<file path="config.mk">
export PLATFORM = sky130hd
export DESIGN_NAME = ssq_sequencer
export DESIGN_NICKNAME = d
export VERILOG_FILES = /design/src/hdl/ssq_pkg.sv /design/src/hdl/ssq_sequencer.sv
export SDC_FILE = /design/constraint.sdc
export NUM_CORES = 1
export LEC_CHECK = 0
export BUFFER_PORTS_ARGS = -buffer_cell sky130_fd_sc_hd__buf_2
export CAP_MARGIN = 10
export CORE_MARGIN = 2
export CORE_UTILIZATION = 57
export CTS_CLUSTER_DIAMETER = 40
export CTS_CLUSTER_SIZE = 24
export DETAILED_ROUTE_END_ITERATION = 16
export PLACE_DENSITY_LB_ADDON = 0.15
export SLEW_MARGIN = 10
export SYNTH_ARGS = -nofsm -noshare
export SYNTH_HDL_FRONTEND = slang
export SYNTH_SLANG_ARGS = --single-unit
</file>
<file path="constraint.sdc">
create_clock -name CLK_I -period 2.8 [get_ports CLK_I]
set_input_delay 0.56 -clock CLK_I [delete_from_list [all_inputs] [get_ports CLK_I]]
set_output_delay 0.56 -clock CLK_I [all_outputs]
set_load 0.005 [all_outputs]
</file>
<file path="src/hdl/ssq_pkg.sv">
/*
 * shared constants for the bus command sequencer: command codes, field
 * positions, timing figures and the sequencer state type.
 * assumes a 10 MHz core clock and an 8-bit command register image.
 */
`default_nettype none

package ssq_pkg;
	// ==========================================================
	// command register layout
	localparam int CODE_MSB = 4; // code field top bit
	localparam int CODE_LSB = 0; // code field bottom bit
	localparam int TC_W = 24; // transfer counter width
	localparam int ID_W = 3; // destination id width

	// ==========================================================
	// command codes
	localparam logic [4:0] CMD_RESET = 5'h00;
	localparam logic [4:0] CMD_DISC = 5'h01;
	localparam logic [4:0] CMD_PAUSE = 5'h02;
	localparam logic [4:0] CMD_SETATN = 5'h03;
	localparam logic [4:0] CMD_MSGACC = 5'h04;
	localparam logic [4:0] CMD_DISABLE = 5'h05;
	localparam logic [4:0] IMM_LAST = 5'h07; // last immediate code
	localparam logic [4:0] CMD_SEL_ATN = 5'h08;
	localparam logic [4:0] CMD_SEL = 5'h09;
	localparam logic [4:0] CMD_RESEL = 5'h0A;
	localparam logic [4:0] INT_LAST = 5'h15; // last valid code

	// ==========================================================
	// timing
	localparam int CLK_PERIOD_NS = 100; // 10 MHz
	localparam int TICK_CYC = 1024; // timeout interval in clocks
	localparam int TICK_W = 10;
	localparam int HOLD_MIN_NS = 100000; // 100 us selection hold
	localparam int HOLD_CYC =
		(HOLD_MIN_NS + CLK_PERIOD_NS - 1) / CLK_PERIOD_NS;
	localparam int HOLD_W = 10;

	// ==========================================================
	// sequencer states
	typedef enum logic [2:0] {
		ST_DISC, // disconnected idle
		ST_INIT, // connected as initiator
		ST_TGT, // connected as target
		ST_ARB, // arbitrating for select or reselect
		ST_SELP, // selection phase, awaiting busy
		ST_PHOLD, // pause: ids dropped, selection held
		ST_PBSY, // pause: waiting for busy to clear
		ST_OFF // disabled until reset
	} ssq_state_e;
endpackage

`default_nettype wire

</file>
<file path="src/hdl/ssq_sequencer.sv">
/*
 * command sequencer of a bus protocol controller: immediate commands,
 * select and reselect with arbitration, pause and selection timeout.
 * assumes arbitration, phase decode and the byte datapath live outside
 * and report through the sense inputs, all synchronous to CLK_I.
 */
// Functional notes
// - chip reset command equals hardware reset
// - disconnect releases bus; ignored when disconnected
// - pause valid only disconnected or target
// - target pause aborts transfer within one byte
// - paused transfer keeps remaining count, resumable
// - pause before arbitration won: paused, disconnected
// - pause after win: hold selection 100us, release
// - interrupt events win over pending pause
// - disconnected pause sets paused unless selected or reselected
// - set attention only as initiator
// - message out end drops attention
// - attention on select-atn win or parity
// - message in end: complete, keep ack
// - message accepted drops held ack, initiator
// - disable tristates, ignores all but reset
// - select outside disconnected gives invalid
// - timeout is count times 1024 clocks
// - selected while arbitrating abandons own command
// - selection phase, timer, disconnect or complete
// - low eight codes immediate, rest interrupting
// - immediate commands, but a target pause, act within three clocks
`default_nettype none

module ssq_sequencer (
	input wire logic CLK_I, // core clock
	input wire logic NRST_I, // synchronous reset, active low
	input wire logic CE_I, // clock enable, freezes all state
	input wire logic CMD_WR_I, // command register write strobe
	input wire logic [7:0] CMD_I, // command register image
	input wire logic TC_LOAD_I, // transfer counter load strobe
	input wire logic [23:0] TC_I, // transfer counter load value
	input wire logic [2:0] DEST_ID_I, // destination id register
	input wire logic ARB_WON_I, // arbitration won
	input wire logic SELECTED_I, // we are being selected
	input wire logic RESELECTED_I, // we are being reselected
	input wire logic BSY_IN_I, // busy_in_sense
	input wire logic ATN_IN_I, // attention seen as target
	input wire logic XFER_ACTIVE_I, // send or receive running
	input wire logic BYTE_DONE_I, // byte transfer cycle ended
	input wire logic MSGOUT_DONE_I, // message out count exhausted
	input wire logic MSGIN_LAST_I, // last message in byte taken
	input wire logic PAR_ERR_I, // parity error on input byte
	output logic [2:0] STATE_O, // sequencer state
	output logic BUS_OE_O, // bus drivers enabled
	output logic ARB_REQ_O, // request arbitration
	output logic SEL_OUT_O, // selection_out_drive
	output logic ID_DRV_O, // drive own and destination id bits
	output logic [2:0] DEST_ID_O, // latched destination id
	output logic ATN_O, // attention drive
	output logic ACK_HOLD_O, // ack held after message in
	output logic XFER_ABORT_O, // pulse: abort send or receive
	output logic PAUSED_O, // paused status
	output logic [23:0] TC_O, // transfer counter
	output logic INT_FC_O, // pulse: function complete
	output logic INT_DISC_O, // pulse: disconnected
	output logic INT_INV_O, // pulse: invalid command
	output logic INT_SEL_O, // pulse: selected
	output logic INT_RESEL_O, // pulse: reselected
	output logic INT_BSVC_O // pulse: bus service
);
	// ==========================================================
	// state record
	typedef struct packed {
		ssq_pkg::ssq_state_e st; // sequencer state
		logic atn_sel; // select variant with attention
		logic resel; // reselect variant
		logic pflag; // pause seen, not yet acted on
		logic to_en; // timeout armed
		logic [ssq_pkg::TC_W-1:0] tc; // transfer counter
		logic [ssq_pkg::TICK_W-1:0] tick; // interval prescaler
		logic [ssq_pkg::HOLD_W-1:0] hold; // selection hold count
		logic [ssq_pkg::ID_W-1:0] dest; // latched destination
		logic oe, arb, sel_out, id_drv, atn, ack_hold;
		logic paused, abort;
		logic i_fc, i_disc, i_inv, i_sel, i_resel, i_bsvc;
	} ssq_s;

	localparam ssq_s RST = '{st: ssq_pkg::ST_DISC, oe: 1'b1,
		default: '0};

	ssq_s q; // registered state
	ssq_s d; // next state
	logic [4:0] code; // command code field
	logic wr; // command write this cycle

	// ==========================================================
	// command decode
	// immediate class: the low eight codes
	function automatic logic is_imm(input logic [4:0] c);
		return c <= ssq_pkg::IMM_LAST;
	endfunction

	// the three codes that start arbitration
	function automatic logic is_sel(input logic [4:0] c);
		return c == ssq_pkg::CMD_SEL_ATN || c == ssq_pkg::CMD_SEL ||
			c == ssq_pkg::CMD_RESEL;
	endfunction

	assign code = CMD_I[ssq_pkg::CODE_MSB:ssq_pkg::CODE_LSB];
	assign wr = CMD_WR_I;

	// ==========================================================
	// next-state logic
	// every immediate command but a pause in ST_ARB, ST_SELP or ST_TGT is decided
	// here in the write cycle and lands at the next edge, one clock after the write
	always_comb begin
		d = q;
		// interrupt and abort flags are single-cycle pulses
		d.i_fc = 1'b0;
		d.i_disc = 1'b0;
		d.i_inv = 1'b0;
		d.i_sel = 1'b0;
		d.i_resel = 1'b0;
		d.i_bsvc = 1'b0;
		d.abort = 1'b0;
		if (q.st != ssq_pkg::ST_OFF && TC_LOAD_I) begin
			d.tc = TC_I;
		end
		// a new command clears a stale paused status
		if (q.st != ssq_pkg::ST_OFF && wr) begin
			d.paused = 1'b0;
		end
		case (q.st)
			ssq_pkg::ST_DISC: begin
				if (SELECTED_I) begin
					// being selected: become target
					d.st = ssq_pkg::ST_TGT;
					d.i_sel = 1'b1;
					d.i_bsvc = ATN_IN_I;
				end else if (RESELECTED_I) begin
					d.st = ssq_pkg::ST_INIT;
					d.i_resel = 1'b1;
				end else if (wr && code == ssq_pkg::CMD_PAUSE) begin
					d.paused = 1'b1;
				end else if (wr && is_sel(code)) begin
					d.st = ssq_pkg::ST_ARB;
					d.arb = 1'b1;
					d.atn_sel = code == ssq_pkg::CMD_SEL_ATN;
					d.resel = code == ssq_pkg::CMD_RESEL;
					d.dest = DEST_ID_I;
					d.pflag = 1'b0;
				end
			end
			ssq_pkg::ST_ARB: begin
				if (wr && code == ssq_pkg::CMD_PAUSE) begin
					d.pflag = 1'b1;
				end
				if (SELECTED_I || RESELECTED_I) begin
					// own command is forgotten entirely
					d.st = SELECTED_I ? ssq_pkg::ST_TGT
						: ssq_pkg::ST_INIT;
					d.arb = 1'b0;
					d.pflag = 1'b0;
					d.i_sel = SELECTED_I;
					d.i_bsvc = SELECTED_I && ATN_IN_I;
					d.i_resel = !SELECTED_I;
				end else if (q.pflag) begin
					d.st = ssq_pkg::ST_DISC;
					d.arb = 1'b0;
					d.pflag = 1'b0;
					d.paused = 1'b1;
				end else if (ARB_WON_I) begin
					d.st = ssq_pkg::ST_SELP;
					d.sel_out = 1'b1;
					d.id_drv = 1'b1;
					d.atn = q.atn_sel;
					d.tick = '0;
					d.to_en = q.tc != '0;
				end
			end
			ssq_pkg::ST_SELP: begin
				d.tick = q.tick + 1'b1;
				if (wr && code == ssq_pkg::CMD_PAUSE) begin
					d.pflag = 1'b1;
				end
				if (BSY_IN_I) begin
					// target answered: the selection is done
					d.st = q.resel ? ssq_pkg::ST_TGT
						: ssq_pkg::ST_INIT;
					d.i_fc = 1'b1;
					d.pflag = 1'b0;
					d.arb = 1'b0;
					d.sel_out = 1'b0;
					d.id_drv = 1'b0;
				end else if (q.to_en && q.tick ==
					ssq_pkg::TICK_W'(ssq_pkg::TICK_CYC - 1)) begin
					d.tc = q.tc - 1'b1;
					if (q.tc == ssq_pkg::TC_W'(1)) begin
						d = RST;
						d.i_disc = 1'b1;
					end
				end else if (q.pflag) begin
					// drop the ids, keep selection on for the hold
					d.st = ssq_pkg::ST_PHOLD;
					d.id_drv = 1'b0;
					d.atn = 1'b0;
					d.hold = '0;
				end
			end
			ssq_pkg::ST_PHOLD: begin
				d.hold = q.hold + 1'b1;
				if (q.hold == ssq_pkg::HOLD_W'(ssq_pkg::HOLD_CYC - 1))
				begin
					d.st = ssq_pkg::ST_PBSY;
				end
			end
			ssq_pkg::ST_PBSY: begin
				// only release once nobody holds busy
				if (!BSY_IN_I) begin
					d.st = ssq_pkg::ST_DISC;
					d.sel_out = 1'b0;
					d.arb = 1'b0;
					d.pflag = 1'b0;
					d.paused = 1'b1;
				end
			end
			ssq_pkg::ST_INIT: begin
				// clear first: a last byte in the accept cycle keeps ack
				if (wr && code == ssq_pkg::CMD_MSGACC) begin
					d.ack_hold = 1'b0;
				end
				if (MSGIN_LAST_I) begin
					d.i_fc = 1'b1;
					d.ack_hold = 1'b1;
				end
				if (MSGOUT_DONE_I) begin
					d.atn = 1'b0;
				end
				// a set request in the same cycle wins over the clear
				if (PAR_ERR_I || (wr && code == ssq_pkg::CMD_SETATN))
				begin
					d.atn = 1'b1;
				end
			end
			ssq_pkg::ST_TGT: begin
				// the count moves one per byte; a pause stops it at
				// a byte edge so it keeps the remaining length
				if (XFER_ACTIVE_I && BYTE_DONE_I && q.tc != '0) begin
					d.tc = q.tc - 1'b1;
				end
				if (wr && code == ssq_pkg::CMD_PAUSE) begin
					d.pflag = 1'b1;
				end
				if (q.pflag && ATN_IN_I) begin
					d.pflag = 1'b0;
					d.i_bsvc = 1'b1;
				end else if (q.pflag &&
					(BYTE_DONE_I || !XFER_ACTIVE_I)) begin
					d.pflag = 1'b0;
					d.abort = XFER_ACTIVE_I;
					d.paused = 1'b1;
				end
			end
			ssq_pkg::ST_OFF: begin
				d = q;
				d.i_fc = 1'b0;
				d.i_disc = 1'b0;
				d.i_inv = 1'b0;
				d.i_sel = 1'b0;
				d.i_resel = 1'b0;
				d.i_bsvc = 1'b0;
				d.abort = 1'b0;
			end
			default: d = RST;
		endcase
		// commands decoded here for every live state; disconnect acts only as initiator or target
		if (wr && q.st != ssq_pkg::ST_OFF) begin
			if (code == ssq_pkg::CMD_DISC &&
				(q.st == ssq_pkg::ST_INIT || q.st == ssq_pkg::ST_TGT))
			begin
				d = RST;
			end else if (code == ssq_pkg::CMD_DISABLE) begin
				d = RST;
				d.st = ssq_pkg::ST_OFF;
				d.oe = 1'b0;
			end else if (!is_imm(code) && (code > ssq_pkg::INT_LAST ||
				(is_sel(code) && q.st != ssq_pkg::ST_DISC))) begin
				d.i_inv = 1'b1;
			end
		end
		// chip reset overrides everything, disabled state included
		if (wr && code == ssq_pkg::CMD_RESET) begin
			d = RST;
		end
	end

	// ==========================================================
	// state register
	always_ff @(posedge CLK_I) begin
		if (!NRST_I) begin
			q <= RST;
		end else if (CE_I) begin
			q <= d;
		end
	end

	// ==========================================================
	// outputs, all straight from the state record
	assign STATE_O = q.st;
	assign BUS_OE_O = q.oe;
	assign ARB_REQ_O = q.arb;
	assign SEL_OUT_O = q.sel_out;
	assign ID_DRV_O = q.id_drv;
	assign DEST_ID_O = q.dest;
	assign ATN_O = q.atn;
	assign ACK_HOLD_O = q.ack_hold;
	assign XFER_ABORT_O = q.abort;
	assign PAUSED_O = q.paused;
	assign TC_O = q.tc;
	assign INT_FC_O = q.i_fc;
	assign INT_DISC_O = q.i_disc;
	assign INT_INV_O = q.i_inv;
	assign INT_SEL_O = q.i_sel;
	assign INT_RESEL_O = q.i_resel;
	assign INT_BSVC_O = q.i_bsvc;

	// cycles with selection driven and ids dropped
	logic [ssq_pkg::HOLD_W:0] hold_seen;
	always_ff @(posedge CLK_I) begin
		if (!NRST_I || !SEL_OUT_O || ID_DRV_O) begin
			hold_seen <= '0;
		end else if (&hold_seen == 1'b0) begin
			hold_seen <= hold_seen + 1'b1;
		end
	end
endmodule

`default_nettype wire

</file>
==> results.yml, run 1 <==
status:
  status: "completed"
clock_network:
  htree_num_levels: 3
  cts_max_path_buffers: 2
  clock-sinks: 68
  hold_buffers: 0
  clk_latency_ns: 0.36
  cts_root_buf: "clkbuf_8"
  clk_pin_slew_ns: 0.07
  numCtsBuffers: 9
  cts_tree: "built"
placement:
  portBuffers: 90
  dp_hpwl_mm: 11.95
  gp_congestion: 0.9630
  place_inst: 834
  pre_cts_ws_ns: -0.04670
  placed_area_um2: 5502
yosys:
  ys.flop_type: "dfxtp_1"
  synth_top_area_share_pct: 27.68
  yosys.area.top_type: "dfxtp_1"
  ys_ff_latch: 68
  synthCells: 660
  synth_cell_types: 76
  syn_area_um2: 4918
  yosysWarnings: 0
  seq_area_frac_synth_pct: 27.68
  syn-num-nets: 715
  synth-edff-count: 0
  async_reset_ff_share_pct: 0
  synth_area_leaders: "dfxtp_1 (28%), o21ai_0 (6.1%), a21oi_1 (5.5%)"
  syn_area_per_cell_um2: 7.452
pwr:
  pwr-share-clk_pct: 29.8
  p_sw_mw: 0.8172
  p_int_mw: 1.608
  leakagePower_nw: 2.374
  irDropWorstVdd_mv: 0.2238
  switching_share_pct: 33.69
  p_seq_share_pct: 42.5
  p_comb_share_pct: 27.7
  power_density_nw_per_um2: 426.8
global_route:
  antenna_found_initial: 0
  grt_max_degree: 31
  grt_pass1_vias: 5017
  grt_first_pass_wirelength_mm: 26.13
  grtUsageTotal_pct: 33.75
  overflow: 0
detailed_routing:
  drt-initial-drc-count: 505
  drc: 0
  wl_met2_mm: 7.134
  drt-met1-wl_mm: 7.188
  first_pass_iters: 5
  vias: 5464
  top_layer_used: "met4"
  post_drt_wl_per_cell_um: 18.98
  via_per_inst: 6.443
  totalWireLength_mm: 16.10
  route.met3.wl_mm: 1.527
  ant_nets: 0
cells_and_area:
  final_cells: 848
  fin_area_um2: 5683
  final_nets: 795
  diodes: 0
  drive_gt1_share_pct: 23.28
  area_growth_pct: 15.54
  fillCellCount: 730
floorplan:
  initial_core_util_pct: 59.26
  die_h_um: 96.89
  ios: 94
  coreArea_um2: 8299
  fp-row-count: 33
  die_w_um: 96.89
  die_area_um2: 9388
setup_path:
  reg2reg_to: "DEST_ID_O[2]"
  critical_path_depth: 8
  setup.worst_path.end_class: "register"
  reg2reg_from: "TC_O[13]"
  rrSetupSlack_ns: 0.13
  start_kind: "register"
  critPathLaunch: "TC_O[13]"
  cp.required_ns: 3.05
  arrival_ns: 2.92
  critPathTopFamily: "simple AND/OR/NAND/NOR gates"
  cp_num_buf_inv: 1
  crit_end: "DEST_ID_O[2]"
  r2r_cells: 8
  worst_path_largest_cell_delay_ns: 0.65
  crit_path_cell_trace: "or4_1, nor4b_4, buf_4, nand4_2, nor3_1, o31ai_1, and2_1, a22o_1"
  critPathMaxFanout: 6
  worst-setup-path-type: "register to register"
  slowest_stage: "or4_1"
sta:
  setup_viol: 0
  period_share_pct: 95.41
  tightest_slew_ns: 0.9210
  drv_slew: 0
  fin_crit_ns: 2.671
  clock_skew_ns: 0.01255
  hold_viol: 0
  max_freq_mhz: 374.3
  max_slew_margin_pct: 38.49
  rsz0062_at_grt: "false"
  finalWorstSetupSlack_ns: 0.1286
worst_hold_path:
  min_path_type: "input port to register"
  worstHoldPathCells: 2
job:
  cap_violations: 0
-- cell usage in the layout (no fill, tap or decap), types with 6 or more instances in the layout --
cell,instances
a32oi_1,9
a21o_1,9
nand2b_1,15
nand3_1,21
inv_1,19
a21oi_1,54
buf_4,46
a22o_1,6
and3_1,10
nor2_1,40
clkbuf_8,10
and2_1,7
mux2i_1,7
dfxtp_1,68
buf_2,90
nor3_1,17
or4_1,6
o22ai_1,15
o31ai_1,7
o21ai_0,60
nor2b_1,13
a21boi_0,8
nor3b_1,7
a22oi_1,8
nand4_1,11
nand2_1,67
-- how the worst min path moves through the flow --
stage	startpoint	end	slack, ns
6_report	DEST_ID_I[2]	DEST_ID_O[2]	0.42
5_1_grt	DEST_ID_I[2]	DEST_ID_O[2]	0.43
4_1_cts	DEST_ID_I[2]	DEST_ID_O[2]	0.42
3_5_place_dp	ARB_REQ_O	ARB_REQ_O	0.45
3_3_place_gp	DEST_ID_O[0]	DEST_ID_O[0]	0.44
2_1_floorplan	TC_O[7]	TC_O[7]	0.44
-- logic make-up (layout without fill, tap and decap cells) --
family                     Yosys count  in the layout  share of synthesized area, %
AOI/OAI and AO/OA                  236            236                         31.34
xor gates and xnor gates             7              7                         1.247
adders and majority gates            5              5                         1.272
buffers and inverters               90            173                         9.743
DFF                                 68             68                         27.68
muxes                                8              8                         1.654
and+or+nand+nor                    246            246                         27.07
-- per-stage QoR --
step	hold WS (ns)	setup TNS, ns	utilization (%)	power [mW]
6_report	0.4197	0	68.48	2.426
5_1_grt	0.4279	0	68.48	2.520
4_1_cts	0.4238	0	68.19	2.398
3_5_place_dp	0.4503	-0.1624	66.29	1.697
3_3_place_gp	0.4413	0	66.29	1.686
2_1_floorplan	0.4368	0	-	1.477
-- routing by layer --
metal  vias up  GRT usage [%]
met3        23          4.480
met5         -              0
met2       322          50.91
met4         0          10.08
met1      2528          50.04
li1       2591              -
-- state kept, by name (all words and copies together), names as in the netlist --
register / cells
ACK_HOLD_O: 1
ARB_REQ_O: 1
ATN_O: 1
BUS_OE_O: 1
DEST_ID_O: 3
ID_DRV_O: 1
INT_BSVC_O: 1
INT_DISC_O: 1
INT_FC_O: 1
INT_INV_O: 1
INT_RESEL_O: 1
INT_SEL_O: 1
PAUSED_O: 1
SEL_OUT_O: 1
STATE_O: 3
TC_O: 24
XFER_ABORT_O: 1
q: 24
-- synth_stat cells, types with 3 or more instances --
master	instances
a32o_1	3
and4_1	3
a21oi_1	54
o21ai_1	5
o22ai_1	15
buf_2	5
a21o_1	9
nand2_1	67
xor2_1	3
dfxtp_1	68
a211oi_1	5
mux2i_1	7
a22oi_1	8
nand4_1	11
and3_1	10
a21boi_0	8
buf_1	4
o31ai_1	7
or4_1	7
a32oi_1	9
a31oi_1	5
buf_4	32
o221ai_1	4
clkbuf_1	27
nor4b_1	4
nor3_1	17
nor4_1	5
ha_1	5
xnor2_1	4
o21a_1	3
o21ai_0	60
and2_1	8
or3_1	4
nand2b_1	15
o2bb2ai_1	3
nor2_1	40
nand3_1	21
nor3b_1	7
nand3b_1	3
inv_1	19
o31a_1	3
nor2b_1	13
a22o_1	6
-- power by group through the flow --
| stage | clock network [mW] | logic [mW] | registers (mW) |
|---|---|---|---|
| after floorplan | 0 | 0.432 | 1.04 |
| after global placement | 0 | 0.636 | 1.05 |
| after detailed placement | 0 | 0.645 | 1.05 |
| after CTS | 0.719 | 0.650 | 1.03 |
| after global routing | 0.759 | 0.726 | 1.04 |
| final | 0.723 | 0.672 | 1.03 |
-- final cells by class --
cell class	count	area (µm²)	share of cell area, %
tap	105	131.4	2.312
timing repair buffer	139	855.8	15.06
clock buffer	12	145.1	2.554
clock inverter	2	12.51	0.2202
inverter	20	75.07	1.321
multi-input combinational	502	3102	54.58
sequential	68	1361	23.95
-- what timing repair did --
action,in CTS,in global routing
resized for setup,0,6
setup endpoints to repair,0,12
setup buffers,0,0
hold endpoints to repair,0,0
(Power assumes the default switching activity.)
==> run 2: changes to the inputs <==
--- a/config.mk
+++ b/config.mk
@@ -7,7 +7,6 @@
 export LEC_CHECK = 0
 export BUFFER_PORTS_ARGS = -buffer_cell sky130_fd_sc_hd__buf_2
 export CAP_MARGIN = 10
-export CORE_MARGIN = 2
 export CORE_UTILIZATION = 57
 export CTS_CLUSTER_DIAMETER = 40
 export CTS_CLUSTER_SIZE = 24
==> results.yml, run 2 (same netlist as run 1, synthesis figures left out) <==
clock_network:
  cts_root_buf: "clkbuf_8"
  cts_max_path_buffers: 2
  numCtsBuffers: 9
  clk_pin_slew_ns: 0.08
  clk_latency_ns: 0.35
  htree_num_levels: 3
  cts_tree: "built"
  clock-sinks: 68
cells_and_area:
  fin_area_um2: 5655
  diodes: 0
  fillCellCount: 726
  drive_gt1_share_pct: 23.18
  final_nets: 793
  area_growth_pct: 14.98
  final_cell_mix: "buf_2 (90), dfxtp_1 (68), nand2_1 (67), o21ai_0 (59), a21oi_1 (53)"
  final_cells: 847
  finish.utilization_pct: 68.14
  mostFrequentLayoutCell: "buf_2"
global_route:
  grt_first_pass_wirelength_mm: 25.03
  grt_max_degree: 34
  antenna_found_initial: 0
  overflow: 0
  grt_pass1_vias: 4899
  grtUsageTotal_pct: 36.13
detailed_routing:
  vias: 5507
  first_pass_iters: 5
  via_per_inst: 6.502
  totalWireLength_mm: 16.04
  drc: 0
  ant_nets: 0
  post_drt_wl_per_cell_um: 18.93
  drt-initial-drc-count: 535
sta:
  rsz0062_at_grt: "false"
  max_slew_margin_pct: 39.78
  hold_viol: 0
  max_freq_mhz: 379.1
  setup_tns_ns: 0
  tightest_slew_ns: 0.9016
  finalWorstSetupSlack_ns: 0.1618
  hold_slack_ns: 0.4414
  setup_viol: 0
  fin_crit_ns: 2.638
  drv_slew: 0
  clock_skew_ns: 0.009602
  period_share_pct: 94.22
floorplan:
  die_h_um: 94.89
  ios: 94
  coreArea_um2: 8299
  fp-row-count: 33
  initial_core_util_pct: 59.26
  die_w_um: 94.89
  die_area_um2: 9004
placement:
  dp_hpwl_mm: 11.84
  portBuffers: 90
  gp_congestion: 0.9520
  place_inst: 832
  pre_cts_ws_ns: -0.07187
  placed_area_um2: 5474
setup_path:
  critPathMaxFanout: 6
  cp.required_ns: 3.05
  arrival_ns: 2.88
  start_kind: "register"
  r2r_cells: 8
  worst-setup-path-type: "register to register"
  setup.worst_path.end_class: "register"
pwr:
  irDropWorstVdd_mv: 0.2140
  fin_total_pwr_mw: 2.458
  leakagePower_nw: 2.374
  power_density_nw_per_um2: 434.6
worst_hold_path:
  worstHoldPathCells: 2
  min_path_type: "input port to register"
job:
  cap_violations: 0
status:
  status: "completed"
[run 2: metal layers]
layer / track usage [%] / part of all wire (%)
met4: 10.61 / 2.1
met3: 7.166 / 9.8
met5: 0 / 0
met2: 54.92 / 44
met1: 51.27 / 45
[run 2: what timing repair did]
action                                  CTS  global route
buffers inserted                          0             0
resized for setup                         0             3
endpoints found under the setup margin    0            22
hold buffers                              0             0
[run 2: layout make-up]
class | count | area (µm²) | area share, %
repair buffers | 137 | 828.3 | 14.65
clock inverters | 4 | 25.02 | 0.4425
well taps | 105 | 131.4 | 2.323
clock buffers | 11 | 151.4 | 2.677
multi-input cells | 502 | 3083 | 54.51
inverters | 20 | 75.07 | 1.327
flip-flops and latches | 68 | 1361 | 24.07
[run 2: path summary, 6_finish.rpt]
kind / start / endpoint / slack (ns)
setup reg to reg: TC_O[17] / q[18] / 0.16
hold reg to reg: ARB_REQ_O / ARB_REQ_O / 0.47
setup / recovery: TC_O[17] / q[18] / 0.16
hold / removal: DEST_ID_I[2] / DEST_ID_O[2] / 0.44
[run 2: power breakdown]
part	leakage (nW)	internal [mW]	total, mW	switching [mW]
Clock	0.0872	0.362	0.768	0.406
Combinational	1.74	0.270	0.662	0.391
Sequential	0.551	0.995	1.03	0.0337
[run 2: critical path, cell delays in order, from the launching register on]
cell     delay (ns)
dfxtp_1        0.31
or4_1          0.62
nor4b_4        0.34
buf_4          0.20
nand4_2        0.19
a21oi_1        0.21
o21a_1         0.22
o21ai_1        0.16
a32o_1         0.27
